`config.mk`:
```
export PLATFORM = sky130hd
export DESIGN_NAME = axis_unit_bus_decode_status
export DESIGN_NICKNAME = d
export VERILOG_FILES = /design/src/verilog/window_decoder.v /design/src/verilog/axis_unit_bus_decode_status.v
export VERILOG_INCLUDE_DIRS = /design/src /design/src/verilog
export SDC_FILE = /design/constraint.sdc
export NUM_CORES = 1
export LEC_CHECK = 0
export ABC_AREA = 1
export BUFFER_PORTS_ARGS = -buffer_cell sky130_fd_sc_hd__buf_2
export CAP_MARGIN = 15
export CORE_MARGIN = 3
export CORE_UTILIZATION = 55
export DETAILED_ROUTE_END_ITERATION = 8
export GPL_TIMING_DRIVEN = 0
export PLACE_DENSITY = 0.85
export SYNTH_ARGS = -nofsm -noshare
export SYNTH_HDL_FRONTEND = slang
export SYNTH_HIERARCHICAL = 1
export SYNTH_SLANG_ARGS = --single-unit
```
`constraint.sdc`:
```
create_clock -name ref_clk -period 2.4 [get_ports ref_clk]
set_input_delay 0.48 -clock ref_clk [delete_from_list [all_inputs] [get_ports ref_clk]]
set_output_delay 0.48 -clock ref_clk [all_outputs]
set_load 0.1 [all_outputs]
```
`src/verilog/axis_unit_defs.vh`:
```
// Constants for the axis unit bus decode and status indication block.
// How it works
// - Module number N selects window 0xFF-N.
// - Window lies in passive-subscriber segment.
// - Switch value is plain binary module number.
// - Up to 256 cards, distinct numbers only.
// - Ready indicator mirrors axis-ready output.
// - Limit indicator lit at limit position.
// - Separate positive and negative direction indicators.
// - In-position indicator lit inside target window.
// - Reference indicator lit at reference point.
// - Front reset resets only this card.
// - Card is target only, never initiates.
`ifndef AXIS_UNIT_DEFS_VH
`define AXIS_UNIT_DEFS_VH
`define PASSIVE_SEGMENT   16'h2000
`define WINDOW_TOP_PAGE   8'hFF
`define REG_CONTROL       8'h00
`define REG_STATUS        8'h04
`define REG_IRQ_STATUS    8'h08
`define REG_IRQ_MASK      8'h0C
`define REG_MODULE_NUMBER 8'h10
`define REG_WINDOW_BASE   8'h14
`define REG_HITS          8'h18
`define CTRL_READY_BIT    0
`define CTRL_RESET_VALUE  8'h00
`define EV_READY_BIT      0
`define EV_LIMIT_BIT      1
`define EV_REF_BIT        2
`define EV_TARGET_BIT     3
`define EV_HIT_BIT        4
`define EV_WIDTH          5
`define RESET_PULSE_NS    100
`define RESET_PULSE_CYC   ((`RESET_PULSE_NS + 4) / 5)
`define UNMAPPED_DATA     32'hDEADBEEF
`endif

```
`src/verilog/window_decoder.v`:
```
// Address window decoder for the backplane bus subscriber.
`default_nettype none
module window_decoder (
   // Clock and reset
   input  wire        ref_clk,
   input  wire        rst_n,
   // Module number switch, already synchronised
   input  wire [7:0]  moduleNumber,
   // Bus address
   input  wire [15:0] busSegment,
   input  wire [15:0] busOffset,
   // Decode results
   output reg         windowHit,
   output reg  [15:0] windowBase
);
`include "axis_unit_defs.vh"
   wire [7:0] pageSel;
   assign pageSel = `WINDOW_TOP_PAGE - moduleNumber;
   always @(posedge ref_clk) begin
      if (!rst_n) begin
         windowHit  <= 1'b0;
         windowBase <= 16'h0000;
      end else begin
         windowBase <= {pageSel, 8'h00};
         windowHit  <= (busSegment == `PASSIVE_SEGMENT) && (busOffset[15:8] == pageSel);
      end
   end
endmodule
`default_nettype wire

```
`src/verilog/axis_unit_bus_decode_status.v`:
```
// Backplane slave decode, front-panel status indicators and register file.
//
// Implementation choices: register access over Avalon-MM and the address map.
`default_nettype none
module axis_unit_bus_decode_status (
   // Clock and reset
   input  wire        ref_clk,
   input  wire        rst_n,
   input  wire        frontResetBtn_n,
   // Module number switch
   input  wire [7:0]  module_number_switch,
   // Backplane bus, target only
   input  wire [15:0] sysBusSegment,
   input  wire [15:0] sysBusOffset,
   input  wire        sysBusRead,
   input  wire        sysBusWrite,
   input  wire [15:0] sysBusWrData,
   output reg  [15:0] sysBusRdData,
   output reg         sysBusRdDataOe,
   output wire        sysBusReady,
   output wire        sysBusReadyOe,
   // Axis state from positioning core
   input  wire        axisLimitReached,
   input  wire        driveMovingPos,
   input  wire        driveMovingNeg,
   input  wire        axisInTarget,
   input  wire        refPointReached,
   input  wire [15:0] axisStatusWord,
   // Front panel indicators, axis-ready output and card reset
   output reg         axisReadyOut,
   output reg         readyIndicator,
   output reg         limitIndicator,
   output reg         dirPosIndicator,
   output reg         dirNegIndicator,
   output reg         targetIndicator,
   output reg         reference_reached_indicator,
   output reg         cardReset,
   // Avalon-MM register slave
   input  wire [7:0]  avs_address,
   input  wire        avs_read,
   input  wire        avs_write,
   input  wire [31:0] avs_writedata,
   output reg  [31:0] avs_readdata,
   output wire        avs_waitrequest,
   // Interrupt
   output wire        irq
);
`include "axis_unit_defs.vh"
   localparam ST_IDLE = 3'b001;
   localparam ST_DONE = 3'b010;
   localparam ST_HOLD = 3'b100;
   localparam [31:0] RST_LOAD = `RESET_PULSE_CYC;

   // Two-flop synchronisers for pins.
   reg [7:0] swMeta_q;
   reg [7:0] swSync_q;
   reg [5:0] pinMeta_q;
   reg [5:0] pinSync_q;
   reg       btnMeta_q;
   reg       btnSync_q;
   reg       btnPrev_q;
   always @(posedge ref_clk) begin
      if (!rst_n) begin
         swMeta_q  <= 8'h00;
         swSync_q  <= 8'h00;
         pinMeta_q <= 6'h00;
         pinSync_q <= 6'h00;
         btnMeta_q <= 1'b1;
         btnSync_q <= 1'b1;
         btnPrev_q <= 1'b1;
      end else begin
         swMeta_q  <= module_number_switch;
         swSync_q  <= swMeta_q;
         pinMeta_q <= {axisLimitReached, driveMovingPos, driveMovingNeg,
                       axisInTarget, refPointReached, 1'b0};
         pinSync_q <= pinMeta_q;
         btnMeta_q <= frontResetBtn_n;
         btnSync_q <= btnMeta_q;
         btnPrev_q <= btnSync_q;
      end
   end

   // Card-local reset pulse from the front button.
   reg [7:0] rstCnt_q;
   wire      btnPress = btnPrev_q & ~btnSync_q;
   wire      localRst = (rstCnt_q != 8'h00);
   always @(posedge ref_clk) begin
      if (!rst_n) begin
         rstCnt_q  <= 8'h00;
         cardReset <= 1'b0;
      end else begin
         if (btnPress)
            rstCnt_q <= RST_LOAD[7:0];
         else if (localRst)
            rstCnt_q <= rstCnt_q - 8'h01;
         cardReset <= btnPress | (rstCnt_q > 8'h01);
      end
   end
   wire cardRst_n = rst_n & ~localRst;

   // Window decode.
   wire        windowHit;
   wire [15:0] windowBase;
   window_decoder u_decoder (
      .ref_clk      (ref_clk),
      .rst_n        (cardRst_n),
      .moduleNumber (swSync_q),
      .busSegment   (sysBusSegment),
      .busOffset    (sysBusOffset),
      .windowHit    (windowHit),
      .windowBase   (windowBase)
   );

   // Control register and status indicators.
   reg [7:0] ctrl_q;
   always @(posedge ref_clk) begin
      if (!cardRst_n) begin
         axisReadyOut                <= 1'b0;
         readyIndicator              <= 1'b0;
         limitIndicator              <= 1'b0;
         dirPosIndicator             <= 1'b0;
         dirNegIndicator             <= 1'b0;
         targetIndicator             <= 1'b0;
         reference_reached_indicator <= 1'b0;
      end else begin
         axisReadyOut                <= ctrl_q[`CTRL_READY_BIT];
         readyIndicator              <= ctrl_q[`CTRL_READY_BIT];
         limitIndicator              <= pinSync_q[5];
         dirPosIndicator             <= pinSync_q[4] & ~pinSync_q[3];
         dirNegIndicator             <= pinSync_q[3] & ~pinSync_q[4];
         targetIndicator             <= pinSync_q[2];
         reference_reached_indicator <= pinSync_q[1];
      end
   end

   // Backplane target cycle: answers only inside the window.
   reg [2:0]  busSt_q;
   reg [15:0] mailbox_q;
   reg [15:0] hits_q;
   reg        hitEv;
   reg        reqSeen_q;
   wire       busReq = sysBusRead | sysBusWrite;
   // The decode is registered, so a request is taken only once its own address has been
   // decoded; otherwise a stale hit from the previous address could answer a foreign cycle.
   always @(posedge ref_clk) begin
      if (!cardRst_n) begin
         reqSeen_q      <= 1'b0;
         busSt_q        <= ST_IDLE;
         sysBusRdData   <= 16'h0000;
         sysBusRdDataOe <= 1'b0;
         mailbox_q      <= 16'h0000;
         hits_q         <= 16'h0000;
         hitEv          <= 1'b0;
      end else begin
         hitEv     <= 1'b0;
         reqSeen_q <= busReq;
         case (busSt_q)
            ST_IDLE: begin
               sysBusRdDataOe <= 1'b0;
               if (busReq && reqSeen_q && windowHit) begin
                  busSt_q <= ST_DONE;
                  hitEv   <= 1'b1;
                  hits_q  <= hits_q + 16'h0001;
                  if (sysBusWrite)
                     mailbox_q <= sysBusWrData;
                  else begin
                     sysBusRdData   <= sysBusOffset[0] ? mailbox_q : axisStatusWord;
                     sysBusRdDataOe <= 1'b1;
                  end
               end
            end
            ST_DONE: begin
               busSt_q <= ST_HOLD;
            end
            ST_HOLD: begin
               if (!busReq) begin
                  busSt_q        <= ST_IDLE;
                  sysBusRdDataOe <= 1'b0;
               end
            end
            default: busSt_q <= ST_IDLE;
         endcase
      end
   end
   // Ready is only ever driven as a target answer, never as a request.
   assign sysBusReady   = (busSt_q != ST_IDLE);
   assign sysBusReadyOe = (busSt_q != ST_IDLE);

   // Interrupt events.
   reg [`EV_WIDTH-1:0] prevEv_q;
   reg [`EV_WIDTH-1:0] irqStat_q;
   reg [`EV_WIDTH-1:0] irqMask_q;
   wire [`EV_WIDTH-1:0] evLevel = {1'b0, targetIndicator, reference_reached_indicator,
                                   limitIndicator, readyIndicator};
   wire [`EV_WIDTH-1:0] evPulse = (evLevel & ~prevEv_q) | {hitEv, 4'h0};
   wire statRead = avs_read && (avs_address == `REG_IRQ_STATUS);
   always @(posedge ref_clk) begin
      if (!cardRst_n) begin
         prevEv_q  <= {`EV_WIDTH{1'b0}};
         irqStat_q <= {`EV_WIDTH{1'b0}};
      end else begin
         prevEv_q  <= evLevel;
         irqStat_q <= (statRead ? {`EV_WIDTH{1'b0}} : irqStat_q) | evPulse;
      end
   end
   assign irq = |(irqStat_q & irqMask_q);

   // Avalon-MM slave, zero wait states.
   assign avs_waitrequest = 1'b0;
   always @(posedge ref_clk) begin
      if (!cardRst_n) begin
         ctrl_q    <= `CTRL_RESET_VALUE;
         irqMask_q <= {`EV_WIDTH{1'b0}};
      end else if (avs_write) begin
         if (avs_address == `REG_CONTROL)
            ctrl_q <= avs_writedata[7:0];
         if (avs_address == `REG_IRQ_MASK)
            irqMask_q <= avs_writedata[`EV_WIDTH-1:0];
      end
   end
   always @* begin
      case (avs_address)
         `REG_CONTROL:       avs_readdata = {24'h000000, ctrl_q};
         `REG_STATUS:        avs_readdata = {25'h0000000, dirNegIndicator, dirPosIndicator,
                                             targetIndicator, reference_reached_indicator,
                                             limitIndicator, readyIndicator, windowHit};
         `REG_IRQ_STATUS:    avs_readdata = {27'h0000000, irqStat_q};
         `REG_IRQ_MASK:      avs_readdata = {27'h0000000, irqMask_q};
         `REG_MODULE_NUMBER: avs_readdata = {24'h000000, swSync_q};
         `REG_WINDOW_BASE:   avs_readdata = {`PASSIVE_SEGMENT, windowBase};
         `REG_HITS:          avs_readdata = {16'h0000, hits_q};
         default:            avs_readdata = 32'h00000000;
      endcase
   end
endmodule
`default_nettype wire

```
==> Flow_metrics.wiki <==
{| class="wikitable"
! Metric !! Value
|-
| Clock latency on the worst-skew pair || 0.52 ns
|-
| Count of unique library cells instantiated by Yosys || 35
|-
| Min Clock Period, post-route || between 2 and 2.5 ns
|-
| Clock root buffer || clkbuf_8
|-
| Most common cell type on the critical path || buf_2
|-
| Total gr overflow || 0
|-
| Kind of capture point of the worst setup path || output pin
|-
| Ports placed on the boundary || 185
|-
| Nets || around 1100
|-
| Setup slack of the most critical reg-to-reg path || between 0.5 and 0.6 ns
|-
| Simple-gate share of the synthesized area || 0.283
|-
| Data arrival time of the critical path || between 1.5 and 2 ns
|-
| Clock tree from TritonCTS || built
|-
| Die span in x || ~110 um
|-
| DRC viols || 0
|-
| Buffering stage count on the worst path with inverters included || 3
|-
| Share of final-layout standard cells stronger than drive strength 1 || 0.254
|-
| Worst clock skew || 0.00760 ns
|-
| Critical path's top delay family || buffers and inverters
|-
| Start point of the worst min-delay path || module_number_switch[6]
|-
| Number of global-route vias before repair || roughly 5400
|-
| H-tree depth || 4
|-
| Die Area || about 0.012 mm2
|-
| Vias/cell || between 4 and 5
|-
| Core Rows || 36
|-
| Number of flip-flops and latches in the synthesized netlist || approximately 130
|-
| Overall power || 6.05 mW
|-
| Starting DRT DRC Count || about 400
|-
| Depth of the worst hold-timing path || 3
|-
| Startpoint types || input port
|-
| Wire length per cell after detailed routing || 13.7 um
|-
| Register area share after synthesis || 0.447
|-
| TNS Setup || 0 ns
|-
| Slew at the pin closest to its max-slew limit || between 0.6 and 0.7 ns
|-
| Maximum Capacitance Violations || 0
|-
| Core utilization of the finished layout || 0.753
|-
| Finish-stage setup viols || 0
|-
| Vertical die dimension || about 110 um
|-
| Final hold vios || 0
|-
| Maximum buffer depth of the clock tree || 2
|-
| Via count || roughly 5600
|-
| Number of stages on the worst setup path || 6
|-
| Instance area at placement || approximately 0.0067 mm2
|-
| CP peak stage delay || approximately 0.45 ns
|-
| Logic depth of the worst register-to-register path || 12
|-
| First-pass GRT wire length || about 25 mm
|-
| Initial core utilization || 0.577
|-
| Maximum vdd drop || 1.05 mV
|-
| Final routed wirelength across all metal layers || 15.5 mm
|-
| Initial antenna violation count || 2
|-
| Type of the worst setup path || in2out
|-
| Mux cell area share after synthesis || 0.0277
|-
| Critical Path Slowest Stage Cell || buf_2
|-
| Xor and xnor fraction of the mapped netlist area || 0.00455
|-
| Post-route fraction of the period consumed by the critical path || 0.960
|-
| Cts bufs inserted || 17
|-
| Worst reg2reg path startpoint || rstCnt_q[5]$_SDFFE_PP0P_
|-
| Maximum frequency from static timing analysis || 434 MHz
|-
| Overall global routing resource usage || 0.271
|-
| Largest family of logic cells by synthesized area || simple AND/OR/NAND/NOR gates
|-
| Placed wire-length estimate || between 10 and 15 mm
|-
| Synthesized instance count || 808
|-
| Cell total after placement || ~1100
|-
| Slew headroom || 0.583
|-
| Worst-path clk slew || around 0.060 ns
|-
| Remaining antenna violation count after routing || 0
|-
| RD Place Congestion || 0.954
|-
| Mean instance size in the synthesized netlist || 7.15 um2
|-
| Number of sinks on the clock net || ~130
|-
| Critical path peak fanout || 10
|-
| Outcome || finished clean
|-
| Count of synthesis-stage warnings from yosys || 6
|-
| Hold worst-path end || swMeta_q[6]$_SDFF_PN0_
|-
| Count of non-filler cells in the finished layout || around 1100
|-
| Port Buffers || 136
|-
| Required @ worst endpoint || approximately 1.9 ns
|-
| PD cells || ~800 mW/mm2
|-
| LEAKAGE || 3.85 nW
|-
| Compound-gate portion of the synthesized area || 0.0953
|-
| DRT Pass-1 Iters || 5
|-
| RR Endpoint || u_decoder/windowHit$_SDFF_PN0_
|-
| Core Footprint || about 0.01 mm2
|-
| Final standard cell area without fillers || between 0.007 and 0.008 mm2
|-
| Adder-cell share of the synthesized area || 0.00867
|-
| Hold crit path type || in2reg
|-
| Area Overhead vs Synth || 30.4%
|-
| Max-slew violation total from the final report || 0
|-
| Largest net degree at the start of global routing || 17
|-
| List of cells traversed by the critical path || buf_2, nor2_1, nand3_1, nor3_4, buf_4, buf_2
|-
| Cell area after synthesis || 0.00577 mm2
|}
-- cell type report --
cell class              instances  area (um2)
fillers                       759        2470
clock inverters                10         138
inverters                     114         429
diodes                          1        2.50
well taps                     133         166
multi-input cells             539        2600
repair buffers                142         831
clock buffers                  20         435
flip-flops and latches        129        2580
plain buffers                  48         348
-- worst max-delay path by stage --
stage	slack, ns	startpoint	end
floorplan	-0.04	avs_address[1]	avs_readdata[10]
global placement	-0.30	avs_address[1]	avs_readdata[12]
detailed placement	-0.32	avs_address[1]	avs_readdata[15]
CTS	0.007	avs_address[1]	avs_readdata[0]
global route	-0.006	avs_address[3]	avs_readdata[0]
finish	0.1	avs_address[7]	avs_readdata[29]
-- logic make-up after synthesis --
logic type / after synthesis
AOI/OAI and AO/OA: 106
xor gates and xnor gates: 3
adders and majority gates: 4
buffers and inverters: 162
DFF: 129
muxes: 16
other: 2
and+or+nand+nor: 386
-- state kept, by name, indices dropped and copies added (netlist names), 3 cells and up --
name	count
ctrl_q	8
swMeta_q	8
irqStat_q	5
swSync_q	8
u_decoder/windowBase	8
prevEv_q	4
pinMeta_q	5
rstCnt_q	8
sysBusRdData	16
pinSync_q	5
mailbox_q	16
busSt_q	3
irqMask_q	5
hits_q	16
-- tightest hold or removal path: cells and delay by family --
kind	cells	cell delay [ns]
buffers and inverters	2	0.11
AND/OR/NAND/NOR	1	0.04
-- per-stage QoR --
stage | setup slack (ns) | hold slack [ns]
6_report | 0.0970 | 0.134
5_1_grt | -0.00552 | 0.136
4_1_cts | 0.00742 | 0.125
3_5_place_dp | -0.317 | 0.398
3_3_place_gp | -0.300 | 0.393
2_1_floorplan | -0.0427 | 0.389
-- layer usage --
layer / part of all wire / GRT usage / wire, um / vias up
met5: 0.0012 / 0 / 18 / -
met4: 0.032 / 0.0956 / 500 / 2
met3: 0.070 / 0.0752 / 1080 / 52
met2: 0.49 / 0.467 / 7570 / 218
met1: 0.41 / 0.324 / 6350 / 2539
li1: - / - / - / 2834
-- power breakdown --
| group | switching [mW] | internal (mW) | leakage (nW) |
|---|---|---|---|
| Clock | 0.912 | 1.59 | 0.277 |
| Sequential | 0.0725 | 2.29 | 1.05 |
| Combinational | 0.824 | 0.356 | 2.53 |
-- synthesized netlist by cell type, drive strengths merged --
master  instances  area share
a211oi          1      0.0013
a21oi          32       0.028
a221oi          1      0.0015
a31oi           3      0.0033
buf            47       0.057
clkbuf          1     0.00065
clkinv          1     0.00065
conb            2      0.0013
dfxtp         129        0.45
ha              4      0.0087
inv           113       0.073
mux2i          16       0.028
nand2         179        0.12
nand3          41       0.038
nand4          11       0.013
nor2          145        0.10
nor3            7      0.0078
o211a           1      0.0017
o21a            1      0.0013
o21ai          66       0.057
o21bai          1      0.0013
or2             3      0.0033
xnor2           1      0.0015
xor2            2      0.0030
-- layout by cell type (no fill, tap or decap), types with 15 or more instances in the layout --
| cell type | count |
|---|---|
| nand2_1 | 176 |
| nor2_1 | 129 |
| dfxtp_1 | 129 |
| buf_2 | 128 |
| inv_1 | 107 |
| o21ai_0 | 48 |
| buf_4 | 41 |
| nand3_1 | 40 |
| a21oi_1 | 32 |
| conb_1 | 24 |
| mux2i_1 | 16 |
| clkbuf_16 | 16 |
| buf_6 | 15 |
-- timing repair --
action	CTS	global route
hold buffers	0	0
setup buffers	1	5
setup endpoints to repair	17	15
hold endpoints to repair	0	0
pin swaps	1	2
gates resized for setup	24	26
No activity file was read; power rests on OpenSTA's default activity.
